===== config.mk =====
export PLATFORM = sky130hd
export DESIGN_NAME = t8c_timer
export DESIGN_NICKNAME = d
export VERILOG_FILES = /design/src/logic/t8c_pkg.sv /design/src/logic/t8c_timer.sv
export SDC_FILE = /design/constraint.sdc
export NUM_CORES = 1
export LEC_CHECK = 0
export BUFFER_PORTS_ARGS = -buffer_cell sky130_fd_sc_hd__buf_4
export CAP_MARGIN = 20
export CORE_ASPECT_RATIO = 1.75
export CORE_MARGIN = 2
export CORE_UTILIZATION = 33
export DETAILED_ROUTE_END_ITERATION = 10
export GPL_ROUTABILITY_DRIVEN = 0
export PLACE_DENSITY = 0.63
export REMOVE_ABC_BUFFERS = 1
export SLEW_MARGIN = 20
export SYNTH_ARGS = -nofsm -noshare
export SYNTH_HDL_FRONTEND = slang
export SYNTH_SLANG_ARGS = --single-unit

===== constraint.sdc =====
create_clock -name mclk -period 8.35 [get_ports mclk]
set_clock_uncertainty 0.15 [all_clocks]
set_input_delay 1.2525 -clock mclk [delete_from_list [all_inputs] [get_ports mclk]]
set_output_delay 1.2525 -clock mclk [all_outputs]
set_load 0.03 [all_outputs]

===== src/logic/t8c_pkg.sv =====
// Constants, register map and types of the 8-bit timer/counter compare unit
//
// Function
// - Clock select zero gives no timer tick; counter holds.
// - Each tick clears, increments or decrements the counter per mode and direction.
// - Software reads and writes the count value at any time.
// - A software count write beats any same-cycle clear or count.
// - Three-bit waveform field: two bits in control A, one in control B.
// - Overflow flag set where the mode says; it can request an interrupt.
// - Two 8-bit equality comparators against count value, always running.
// - A match sets its compare flag on the following timer tick.
// - Enabled flag requests interrupt; cleared by service or writing one.
// - PWM modes double buffer compares, updated at top/bottom; others unbuffered.
// - Buffered: software reaches buffer; otherwise the active compare value.
// - Force strobe in non-PWM acts like a match on state only.
// - A count write blocks all matches on the next timer tick.
// - Compare states keep their values across waveform mode changes.
// - Compare output mode is unbuffered and acts on the next match.
// - Compare output mode selects set, clear or toggle on match.
// - Reset forces both compare states to zero.
// - Nonzero output mode replaces port data; direction bit still rules.
// - Output mode zero leaves compare state unchanged on a match.
// - Mode zero counts up, wraps 0xFF to 0x00, overflow same tick.
// - Mode two clears the counter on a channel A match.
// - Bottom is 0x00, max 0xFF, top is max or channel A compare.
`default_nettype none
package t8c_pkg;
  // Register byte offsets
  localparam logic [7:0] T8C_OFS_COUNT = 8'h00;
  localparam logic [7:0] T8C_OFS_CMPA = 8'h04;
  localparam logic [7:0] T8C_OFS_CMPB = 8'h08;
  localparam logic [7:0] T8C_OFS_CTLA = 8'h0C;
  localparam logic [7:0] T8C_OFS_CTLB = 8'h10;
  localparam logic [7:0] T8C_OFS_FLAG = 8'h14;
  localparam logic [7:0] T8C_OFS_IEN = 8'h18;
  localparam logic [7:0] T8C_OFS_PORT = 8'h1C;
  // Field positions
  localparam int T8C_CTLA_WGM_LO = 0;
  localparam int T8C_CTLA_COMB_LO = 4;
  localparam int T8C_CTLA_COMA_LO = 6;
  localparam int T8C_CTLB_CS_LO = 0;
  localparam int T8C_CTLB_WGM2 = 3;
  localparam int T8C_CTLB_FRCB = 6;
  localparam int T8C_CTLB_FRCA = 7;
  localparam int T8C_FLG_OVF = 0;
  localparam int T8C_FLG_CMPA = 1;
  localparam int T8C_FLG_CMPB = 2;
  localparam int T8C_PORT_DATA_LO = 0;
  localparam int T8C_PORT_DIR_LO = 2;
  // Count limits and reset values
  localparam logic [7:0] T8C_BOTTOM = 8'h00;
  localparam logic [7:0] T8C_MAX = 8'hFF;
  localparam logic [7:0] T8C_RST_BYTE = 8'h00;
  localparam logic [2:0] T8C_CS_STOP = 3'h0;
  // Waveform modes
  typedef enum logic [2:0] {
    T8C_WGM_NORMAL = 3'b000,
    T8C_WGM_PC_MAX = 3'b001,
    T8C_WGM_CTC = 3'b010,
    T8C_WGM_FAST_MAX = 3'b011,
    T8C_WGM_RSV4 = 3'b100,
    T8C_WGM_PC_CMP = 3'b101,
    T8C_WGM_RSV6 = 3'b110,
    T8C_WGM_FAST_CMP = 3'b111
  } t8c_wgm_t;
  // Compare output actions
  localparam logic [1:0] T8C_COM_OFF = 2'h0;
  localparam logic [1:0] T8C_COM_TGL = 2'h1;
  localparam logic [1:0] T8C_COM_CLR = 2'h2;
  localparam logic [1:0] T8C_COM_SET = 2'h3;
  // Captured AHB address phase
  typedef struct packed {
    logic wr;
    logic rd;
    logic [7:0] addr;
  } t8c_aphase_t;
endpackage
`default_nettype wire


===== src/logic/t8c_timer.sv =====
// 8-bit timer/counter with two compare channels behind an AHB-Lite slave
//
// Decided for this implementation: the placing of the registers and the AHB-Lite slave port.
`default_nettype none
module t8c_timer
  import t8c_pkg::*;
(
  input wire logic mclk,
  input wire logic rst_n,
  input wire logic hsel,
  input wire logic [31:0] haddr,
  input wire logic [1:0] htrans,
  input wire logic hwrite,
  input wire logic [2:0] hsize,
  input wire logic [31:0] hwdata,
  input wire logic hready,
  output logic hreadyout,
  output logic [31:0] hrdata,
  output logic hresp,
  input wire logic timer_tick,
  input wire logic [2:0] irq_ack,
  output logic irq_ovf,
  output logic irq_cmp_a,
  output logic irq_cmp_b,
  output logic [2:0] clock_select_field,
  output logic oc_pin_a,
  output logic oc_pin_b,
  output logic oc_oe_n_a,
  output logic oc_oe_n_b
);

  // ****************************************
  // Decode helpers
  // ****************************************

  // PWM modes are the odd codes; reserved codes behave as normal mode
  function automatic logic is_pwm(input logic [2:0] m);
    is_pwm = m[0];
  endfunction

  // Non-PWM action, shared by real matches and force strobes
  function automatic logic act_np(input logic oc, input logic [1:0] com);
    case (com)
      T8C_COM_TGL: act_np = ~oc;
      T8C_COM_CLR: act_np = 1'b0;
      T8C_COM_SET: act_np = 1'b1;
      default: act_np = oc;
    endcase
  endfunction

  // Next compare state for one channel
  function automatic logic oc_step(input logic oc, input logic [1:0] com, input logic [2:0] m,
                                   input logic evt, input logic wrap, input logic up,
                                   input logic frc, input logic chan_a);
    logic r;
    r = oc;
    if (!is_pwm(m)) begin
      if (evt || frc) begin
        r = act_np(oc, com);
      end
    end else if (com == T8C_COM_TGL) begin
      if (evt && chan_a && m[2]) begin
        r = ~oc;
      end
    end else if (com != T8C_COM_OFF) begin
      if (evt) begin
        if (m[1]) begin
          r = (com == T8C_COM_SET);
        end else begin
          r = up ? (com == T8C_COM_SET) : (com == T8C_COM_CLR);
        end
      end
      if (wrap && m[1]) begin
        r = (com == T8C_COM_CLR);
      end
    end
    oc_step = r;
  endfunction

  // ****************************************
  // Bus slave
  // ****************************************

  t8c_aphase_t ap_ff, nxt_ap;
  logic rd_pend_ff, nxt_rd_pend;
  logic hready_ff, nxt_hready;
  logic [31:0] hrdata_ff, nxt_hrdata;
  logic [31:0] rd_word;

  // Reads take one wait state so that a write just before lands first
  always_comb begin
    nxt_ap = '0;
    nxt_rd_pend = 1'b0;
    nxt_hready = 1'b1;
    nxt_hrdata = hrdata_ff;
    if (rd_pend_ff) begin
      nxt_hrdata = rd_word;
    end else if (hsel && htrans[1] && hready) begin
      nxt_ap.wr = hwrite;
      nxt_ap.rd = ~hwrite;
      nxt_ap.addr = haddr[7:0];
      nxt_rd_pend = ~hwrite;
      nxt_hready = hwrite;
    end
  end

  always_ff @(posedge mclk or negedge rst_n) begin
    if (!rst_n) begin
      ap_ff <= '0;
      rd_pend_ff <= 1'b0;
      hready_ff <= 1'b1;
      hrdata_ff <= 32'h0000_0000;
    end else begin
      ap_ff <= nxt_ap;
      rd_pend_ff <= nxt_rd_pend;
      hready_ff <= nxt_hready;
      hrdata_ff <= nxt_hrdata;
    end
  end

  assign hreadyout = hready_ff;
  assign hrdata = hrdata_ff;
  assign hresp = 1'b0;

  // Data-phase write strobes
  logic wr_cnt, wr_cmpa, wr_cmpb, wr_ctla, wr_ctlb, wr_flag, wr_ien, wr_port;
  assign wr_cnt = ap_ff.wr && (ap_ff.addr == T8C_OFS_COUNT);
  assign wr_cmpa = ap_ff.wr && (ap_ff.addr == T8C_OFS_CMPA);
  assign wr_cmpb = ap_ff.wr && (ap_ff.addr == T8C_OFS_CMPB);
  assign wr_ctla = ap_ff.wr && (ap_ff.addr == T8C_OFS_CTLA);
  assign wr_ctlb = ap_ff.wr && (ap_ff.addr == T8C_OFS_CTLB);
  assign wr_flag = ap_ff.wr && (ap_ff.addr == T8C_OFS_FLAG);
  assign wr_ien = ap_ff.wr && (ap_ff.addr == T8C_OFS_IEN);
  assign wr_port = ap_ff.wr && (ap_ff.addr == T8C_OFS_PORT);

  // ****************************************
  // Timer state
  // ****************************************

  logic [7:0] cnt_ff, nxt_cnt;
  logic [7:0] cmpa_ff, nxt_cmpa, cmpb_ff, nxt_cmpb;
  logic [7:0] bufa_ff, nxt_bufa, bufb_ff, nxt_bufb;
  logic [7:0] ctla_ff, nxt_ctla;
  logic [4:0] ctlb_ff, nxt_ctlb;
  logic [2:0] flag_ff, nxt_flag, ien_ff, nxt_ien;
  logic [3:0] port_ff, nxt_port;
  logic up_ff, nxt_up, block_ff, nxt_block;
  logic oca_ff, nxt_oca, ocb_ff, nxt_ocb;
  logic pina_ff, pinb_ff, oena_ff, oenb_ff;
  logic [2:0] irq_ff;

  logic [2:0] wgm;
  logic [1:0] com_a, com_b;
  logic tick, pwm, match_a, match_b, evt_a, evt_b, frc_a, frc_b;
  logic [7:0] top_val;

  assign wgm = {ctlb_ff[T8C_CTLB_WGM2], ctla_ff[T8C_CTLA_WGM_LO +: 2]};
  assign com_a = ctla_ff[T8C_CTLA_COMA_LO +: 2];
  assign com_b = ctla_ff[T8C_CTLA_COMB_LO +: 2];
  assign pwm = is_pwm(wgm);
  // Ticks are dropped while the clock select is zero
  assign tick = timer_tick && (ctlb_ff[T8C_CTLB_CS_LO +: 3] != T8C_CS_STOP);
  // Top is the channel A compare in modes 5 and 7, else max
  assign top_val = (wgm[2] && wgm[0]) ? cmpa_ff : T8C_MAX;
  // Comparators run every cycle
  assign match_a = (cnt_ff == cmpa_ff);
  assign match_b = (cnt_ff == cmpb_ff);
  // Matches only count on a tick that is not blocked by a count write
  assign evt_a = tick && match_a && !block_ff;
  assign evt_b = tick && match_b && !block_ff;
  assign frc_a = wr_ctlb && hwdata[T8C_CTLB_FRCA] && !pwm;
  assign frc_b = wr_ctlb && hwdata[T8C_CTLB_FRCB] && !pwm;

  // Counter, buffers, flags and compare states
  always_comb begin
    logic ovf;
    logic wrap;
    logic upd;
    ovf = 1'b0;
    wrap = 1'b0;
    upd = 1'b0;
    nxt_cnt = cnt_ff;
    nxt_up = up_ff;
    if (tick) begin
      case (wgm)
        T8C_WGM_CTC: begin
          nxt_cnt = match_a ? T8C_BOTTOM : cnt_ff + 8'h01;
          ovf = !match_a && (cnt_ff == T8C_MAX);
        end
        T8C_WGM_FAST_MAX, T8C_WGM_FAST_CMP: begin
          wrap = (cnt_ff == top_val);
          nxt_cnt = wrap ? T8C_BOTTOM : cnt_ff + 8'h01;
          ovf = wrap;
          upd = wrap;
        end
        T8C_WGM_PC_MAX, T8C_WGM_PC_CMP: begin
          if (up_ff) begin
            upd = (cnt_ff == top_val);
            nxt_up = !upd;
            nxt_cnt = upd ? cnt_ff - 8'h01 : cnt_ff + 8'h01;
          end else begin
            ovf = (cnt_ff == T8C_BOTTOM);
            nxt_up = ovf;
            nxt_cnt = ovf ? cnt_ff + 8'h01 : cnt_ff - 8'h01;
          end
        end
        default: begin
          // Normal mode: plain up count with wrap
          nxt_cnt = cnt_ff + 8'h01;
          ovf = (cnt_ff == T8C_MAX);
        end
      endcase
    end
    if (!pwm) begin
      nxt_up = 1'b1;
    end
    if (wr_cnt) begin
      nxt_cnt = hwdata[7:0];
    end
    // Block clears on the next timer_tick pulse, even while the clock select is zero
    nxt_block = wr_cnt ? 1'b1 : (timer_tick ? 1'b0 : block_ff);
    // Buffered writes land in the buffer; otherwise both copies
    nxt_bufa = wr_cmpa ? hwdata[7:0] : bufa_ff;
    nxt_bufb = wr_cmpb ? hwdata[7:0] : bufb_ff;
    nxt_cmpa = cmpa_ff;
    nxt_cmpb = cmpb_ff;
    if (!pwm) begin
      nxt_cmpa = nxt_bufa;
      nxt_cmpb = nxt_bufb;
    end else if (upd) begin
      nxt_cmpa = bufa_ff;
      nxt_cmpb = bufb_ff;
    end
    nxt_ctla = wr_ctla ? hwdata[7:0] : ctla_ff;
    nxt_ctlb = wr_ctlb ? hwdata[4:0] : ctlb_ff;
    nxt_ien = wr_ien ? hwdata[2:0] : ien_ff;
    nxt_port = wr_port ? hwdata[3:0] : port_ff;
    // Set beats clear for write-one and service acknowledge
    nxt_flag = flag_ff & ~(irq_ack | (wr_flag ? hwdata[2:0] : 3'h0));
    nxt_flag[T8C_FLG_OVF] = nxt_flag[T8C_FLG_OVF] | ovf;
    nxt_flag[T8C_FLG_CMPA] = nxt_flag[T8C_FLG_CMPA] | evt_a;
    nxt_flag[T8C_FLG_CMPB] = nxt_flag[T8C_FLG_CMPB] | evt_b;
    // Mode changes never touch the compare states
    nxt_oca = oc_step(oca_ff, com_a, wgm, evt_a, wrap, up_ff, frc_a, 1'b1);
    nxt_ocb = oc_step(ocb_ff, com_b, wgm, evt_b, wrap, up_ff, frc_b, 1'b0);
  end

  always_ff @(posedge mclk or negedge rst_n) begin
    if (!rst_n) begin
      cnt_ff <= T8C_RST_BYTE;
      cmpa_ff <= T8C_RST_BYTE;
      cmpb_ff <= T8C_RST_BYTE;
      bufa_ff <= T8C_RST_BYTE;
      bufb_ff <= T8C_RST_BYTE;
      ctla_ff <= T8C_RST_BYTE;
      ctlb_ff <= 5'h00;
      flag_ff <= 3'h0;
      ien_ff <= 3'h0;
      port_ff <= 4'h0;
      up_ff <= 1'b1;
      block_ff <= 1'b0;
      oca_ff <= 1'b0;
      ocb_ff <= 1'b0;
    end else begin
      cnt_ff <= nxt_cnt;
      cmpa_ff <= nxt_cmpa;
      cmpb_ff <= nxt_cmpb;
      bufa_ff <= nxt_bufa;
      bufb_ff <= nxt_bufb;
      ctla_ff <= nxt_ctla;
      ctlb_ff <= nxt_ctlb;
      flag_ff <= nxt_flag;
      ien_ff <= nxt_ien;
      port_ff <= nxt_port;
      up_ff <= nxt_up;
      block_ff <= nxt_block;
      oca_ff <= nxt_oca;
      ocb_ff <= nxt_ocb;
    end
  end

  // ****************************************
  // Pins, interrupts and read mux
  // ****************************************

  // Outputs are registered from next values, so they track without lag
  always_ff @(posedge mclk or negedge rst_n) begin
    if (!rst_n) begin
      pina_ff <= 1'b0;
      pinb_ff <= 1'b0;
      oena_ff <= 1'b1;
      oenb_ff <= 1'b1;
      irq_ff <= 3'h0;
    end else begin
      pina_ff <= (nxt_ctla[T8C_CTLA_COMA_LO +: 2] != T8C_COM_OFF) ? nxt_oca
                                                       : nxt_port[T8C_PORT_DATA_LO];
      pinb_ff <= (nxt_ctla[T8C_CTLA_COMB_LO +: 2] != T8C_COM_OFF) ? nxt_ocb
                                                       : nxt_port[T8C_PORT_DATA_LO + 1];
      oena_ff <= ~nxt_port[T8C_PORT_DIR_LO];
      oenb_ff <= ~nxt_port[T8C_PORT_DIR_LO + 1];
      irq_ff <= nxt_flag & nxt_ien;
    end
  end

  assign oc_pin_a = pina_ff;
  assign oc_pin_b = pinb_ff;
  assign oc_oe_n_a = oena_ff;
  assign oc_oe_n_b = oenb_ff;
  assign irq_ovf = irq_ff[T8C_FLG_OVF];
  assign irq_cmp_a = irq_ff[T8C_FLG_CMPA];
  assign irq_cmp_b = irq_ff[T8C_FLG_CMPB];
  assign clock_select_field = ctlb_ff[T8C_CTLB_CS_LO +: 3];

  // Force strobes always read back as zero; unmapped reads give zero
  always_comb begin
    case (ap_ff.addr)
      T8C_OFS_COUNT: rd_word = {24'h000000, cnt_ff};
      T8C_OFS_CMPA: rd_word = {24'h000000, bufa_ff};
      T8C_OFS_CMPB: rd_word = {24'h000000, bufb_ff};
      T8C_OFS_CTLA: rd_word = {24'h000000, ctla_ff};
      T8C_OFS_CTLB: rd_word = {27'h0000000, ctlb_ff};
      T8C_OFS_FLAG: rd_word = {29'h00000000, flag_ff};
      T8C_OFS_IEN: rd_word = {29'h00000000, ien_ff};
      T8C_OFS_PORT: rd_word = {28'h0000000, port_ff};
      default: rd_word = 32'h0000_0000;
    endcase
  end
endmodule
`default_nettype wire


; ---- Word-level counts from Yosys, hierarchy flattened
; Cells that the tools add are included.
[totals]
regBits = 117
latch_bits = 0
ram_bits = 0
rom_bits = 0
output_inout_bits = 44
elab_cells = 166
n_memories = 0
[classes]
add_sub_neg = 2
multipliers = 0
div_mod_pow = 0
magnitude_cmp = 0
eq_ne = 25
n_shift = 0
n_mux = 61
bitwise = 12
reduce_logical = 41
[ops]
columns = op, n
row1 = $mux W8, 15
row2 = $pmux W8 S8, 1
row3 = $mux W1, 35
row4 = $eq A8 B5 Y1 const B, 4
row5 = $eq A8 B8 Y1, 3
row6 = $pmux W8 S3, 1
row7 = $logic_and A1 B1 Y1, 23
row8 = $mux W10, 2
row9 = $eq A8 B4 Y1 const B, 2
row10 = $logic_not A8 Y1, 2
row11 = $reduce_bool A2 Y1, 6
row12 = $pmux W1 S3, 3
row13 = $add A8 B1 Y8 const B, 1
row14 = $eq A2 B2 Y1 const B, 4
row15 = $eq A8 B3 Y1 const B, 1
row16 = $eq A8 B8 Y1 const B, 1
row17 = $sub A8 B1 Y8 const B, 1
row18 = $and A3 B3 Y3, 2
row19 = $eq A3 B2 Y1 const B, 2
row20 = $eq A3 B3 Y1 const B, 2
row21 = $mux W3, 2
row22 = $ne A2 B1 Y1 const B, 3
row23 = $not A1 Y1, 5
row24 = $eq A2 B1 Y1 const B, 2
row25 = other kinds (11), 18

; ---- Longest topological paths before layout
[logic_depth]
ltp_word = 11
ltp_mapped = 10
ltp_nobuf = 9

; ---- Worst setup path after synthesis
; No wires, ideal clock.
[synth_path]
path_type = in2reg
startpoint = input port timer_tick
endpoint = register ocb_ff
setup_time_ps = 127
arrival_ps = 2452
t_required_ps = 8073
setup_slack_ps = 5621
stages = 7
n_path_buf = 0
cell_sequence = o31a_1 nand2_1 nor3_1 nor2_1 o21ai_0 a21oi_1 or2_2
[synth_via]
elab_chain_len = 8
[synth_rtl]
columns = item, line_no
row1 = "start, declared", t8c_timer.sv:20  ; input wire logic timer_tick,
row2 = $logic_and A1 B1 Y1 (*), t8c_timer.sv:162  ; assign tick = timer_tick && (ctlb_ff[T8C_CTLB_CS_LO +: 3] != T8C_CS_STOP);
row3 = $logic_and A1 B1 Y1 (2 in a row), t8c_timer.sv:170  ; assign evt_b = tick && match_b && !block_ff;
row4 = $mux W1, t8c_timer.sv:66  ; if (evt) begin
row5 = $mux W1, t8c_timer.sv:73  ; if (wrap && m[1]) begin
row6 = $mux W1, t8c_timer.sv:65  ; end else if (com != T8C_COM_OFF) begin
row7 = $mux W1, t8c_timer.sv:61  ; end else if (com == T8C_COM_TGL) begin
row8 = $mux W1 (*), t8c_timer.sv:57  ; if (!is_pwm(m)) begin
row9 = net nxt_ocb, t8c_timer.sv:148  ; logic oca_ff, nxt_oca, ocb_ff, nxt_ocb;
row10 = "end signal, assigned", t8c_timer.sv:278  ; ocb_ff <= nxt_ocb;
row11 = "end, declared", t8c_timer.sv:148
; The timed path passes the listed nets; every way through them passes the cells marked *.
; A chain may end at the register's enable or synchronous reset.

; ---- Worst setup path in the final report
[layout_path]
startpoint = register ctla_ff[0]
endpoint = register cmpa_ff[7]
[layout_via]
elab_chain_len = 7
[layout_rtl]
columns = item, line_no
row1 = "start, declared", t8c_timer.sv:143  ; logic [7:0] ctla_ff, nxt_ctla;
row2 = "start signal, assigned", t8c_timer.sv:270  ; ctla_ff <= nxt_ctla;
row3 = $logic_and A1 B1 Y1, t8c_timer.sv:164  ; assign top_val = (wgm[2] && wgm[0]) ? cmpa_ff : T8C_MAX;
row4 = $mux W8, t8c_timer.sv:164
row5 = $eq A8 B8 Y1, "t8c_timer.sv:191, t8c_timer.sv:198"
row6 = $mux W1, t8c_timer.sv:197  ; if (up_ff) begin
row7 = $pmux W1 S2, t8c_timer.sv:185  ; case (wgm)
row8 = $mux W1, t8c_timer.sv:184  ; if (tick) begin
row9 = $ne A2 B1 Y1 (no source line), -
row10 = "end signal, assigned", t8c_timer.sv:266  ; cmpa_ff <= nxt_cmpa;
row11 = "end, declared", t8c_timer.sv:141  ; logic [7:0] cmpa_ff, nxt_cmpa, cmpb_ff, nxt_cmpb;
; Several ways; a longest one is shown, not always the timed one.

==> out/metrics.yaml <==
finish:
  antenna_cells: 0
  finalNetCount: 651
  syn_to_final_growth_pct: 11.9
  final_layout_size_suffix_gt1_share_pct: 19.3
  nFillCells: 1542
routing:
  drt_iter0_markers: 274
  drt_wl_total_mm: 15.0
  avgRoutedWirePerCell_um: 19.7
  via_per_inst: 5.70
  vias: 4356
  antenna_left: 0
  first_pass_iters: 7
  drc: 0
pwr:
  pwr-share-clk_pct: 28.7
  p_sw_uw: 527
  p_seq_share_pct: 43.8
  p_sw_share_pct: 37.3
  peakVddDrop_mv: 0.127
  leakagePower_nw: 2.53
  powerDensity_nw_per_um2: 239
  p_comb_share_pct: 27.4
  p_int_uw: 887
placed_design:
  io_buffer_count: 44
  place_ws_ns: 4.67
  hpwl_mm: 11.1
floorplan:
  ios: 122
  dieHeight_um: 171
  core.rowCount: 61
  start_util_pct: 33.4
  core_area_um2: 15800
  die_area_um2: 17100
  die_w_um: 99.6
clock_network:
  cts.sinks: 93
  cts.reportedPaths.clkPinSlew_ns: 0.07
  cts_root_buf: "clkbuf_16"
  htreeDepth: 3
  clock_path_buffers: 2
  clock_latency_ns: 0.35
  cts_buffers: 9
  cts_resized: 0
  cts_tree: "yes"
  postCtsHoldBufs: 0
  postCtsSetupBuffers: 0
logic_synthesis:
  yosys-top-cells-count: "dfrtp_1 (89), nor2_1 (43), a21oi_1 (34), mux2_2 (32)"
  synth.area.top_cells: "dfrtp_1 (42%), mux2_2 (6.8%), buf_4 (4.0%), a21oi_1 (3.2%), nor2_1 (3.1%)"
  synth_largest_area_cell: "dfrtp_1"
  synth_warnings: 0
  synth_ff_type: "dfrtp_1"
  synth_top_area_share_pct: 42.2
  seq_area_frac_synth_pct: 44.1
  ys_ff_latch: 93
  synth_area_um2: 5280
  ys_types: 74
  syn_inst: 547
  yosys.cell_count.top_type: "dfrtp_1"
  avgSynthCellArea_um2: 9.66
  synth-edff-count: 0
  async_reset_ff_share_pct: 100
sta:
  post-route-min-period_ns: 3.42
  hold_violations: 0
  setup_tns_ns: 0
  slew_violations: 0
  rsz0062_at_grt: "false"
  fin_ws_ns: 4.93
  slew-limit-headroom_pct: 29.9
  tightest_slew_ns: 1.05
  timing.fmax_mhz: 293
  setup_violations: 0
  post-route-period-util_pct: 40.9
status:
  status: "finished, final reports clean"
setup_path:
  critPathMaxStageDelay_ns: 0.99
  crit_fanout: 49
  r2r_slack_ns: 4.93
  path_cells: "buf_4, and2_1, a21oi_1, a2111oi_2, and4b_1, mux2i_1, nand2_1, o21a_1"
  worst_setup_path_end_kind: "flop"
  critical_path_arrival_ns: 3.50
  slowest_stage: "and4b_1"
  cp.required_ns: 8.44
  worstReg2RegEnd: "cmpa_ff[7]"
  path_class: "reg2reg"
  reg2reg_from: "ctla_ff[0]"
  r2r_cells: 8
  startpoint: "ctla_ff[0]"
  start_kind: "flop"
grt:
  grt_use_total_pct: 18.0
  grt_pass1_vias: 4327
  grt_overflow: 0
  grt_antenna_before_repair: 0
  grt_pass1_wl_mm: 23.6
  grt_max_degree: 84
hold_path:
  min_to: "oc_oe_n_b"
  min_path_cells: 1
  hp-start: "port_ff[3]"
  min_path_type: "reg2reg"
job:
  cap_violations: 0
==> worst max-delay path: cells and delay by family, from the launching register on <==
kind | cells | cell delay, ns
and+or+nand+nor | 3 | 1.31
AOI/OAI and AO/OA | 3 | 0.78
buffers and inverters | 1 | 0.42
DFF | 1 | 0.32
muxes | 1 | 0.27
==> cell families (layout without fill, tap and decap cells) <==
| family | count (synthesis) | after routing | synth area share (%) |
|---|---|---|---|
| XOR/XNOR | 19 | 19 | 3.15 |
| flip-flops | 93 | 93 | 44.1 |
| AO/OA/AOI/OAI | 123 | 123 | 15.6 |
| AND/OR/NAND/NOR | 174 | 174 | 17.6 |
| buffers and inverters | 85 | 89 | 8.53 |
| other | 1 | 25 | 0.0710 |
| adder cells (fa/ha/maj) | 3 | 3 | 0.711 |
| multiplexers | 49 | 49 | 10.2 |
==> state kept, by name, summed over array words and instances, names as in the netlist, 3 cells and up <==
register  count
cmpb_ff       8
ap_ff         9
bufb_ff       8
ctlb_ff       5
hrdata        8
cnt_ff        8
cmpa_ff       8
ctla_ff       8
port_ff       4
bufa_ff       8
irq_ff        3
flag_ff       3
ien_ff        3
==> cells in the final DEF (no fill, tap or decap), drive strengths merged, types with 7 or more instances in the layout <==
cell type,n
nor2,43
and2,14
o22ai,8
dfrtp,89
o21ai,22
mux2i,15
nand2b,12
nor3,16
nand3,17
inv,27
mux2,34
clkbuf,9
xnor2,15
buf,48
a21oi,34
nand4,8
conb,25
a22oi,7
nand2,30
==> metal layers <==
metal  global-route usage (%)  share of wire [%]
met4                     11.9                6.3
met5                        0                  0
met1                     19.3                 36
met2                     32.4                 54
met3                     2.36                4.2
==> metrics by stage <==
stage	hold WS (ns)	utilization, %	std cells	cell area, µm²	total power, mW
final	0.311	37.4	764	5910	1.41
after global routing	0.353	37.4	764	5910	1.48
after floorplan	0.261	-	511	5020	0.860
after CTS	0.313	37.4	764	5910	1.41
after global placement	0.293	35.5	748	5610	0.997
after detailed placement	0.291	35.5	748	5610	1.01
==> worst max path at each step <==
| stage | to | cells after the start |
|---|---|---|
| after detailed placement | oc_pin_b | 8 |
| after global placement | oc_pin_b | 8 |
| after global routing | cmpa_ff[7] | 8 |
| after floorplan | cmpa_ff[7] | 7 |
| after CTS | cmpa_ff[7] | 8 |
| final | cmpa_ff[7] | 8 |
==> power by group through the flow <==
stage / logic (mW) / registers, mW / clock network (mW)
global route: 0.424 / 0.628 / 0.432
finish: 0.388 / 0.620 / 0.406
global placement: 0.376 / 0.620 / 0
CTS: 0.386 / 0.617 / 0.412
floorplan: 0.238 / 0.622 / 0
detailed placement: 0.384 / 0.626 / 0
==> area by class of cell <==
cell class,count,area (µm²),area share [%]
clock buffer,9,225,3.81
sequential,93,2330,39.5
multi-input combinational,393,2590,43.8
tap,189,236,4.00
clock inverter,7,68.8,1.16
timing repair buffer,48,364,6.16
inverter,25,93.8,1.59
(Power assumes the default switching activity.)
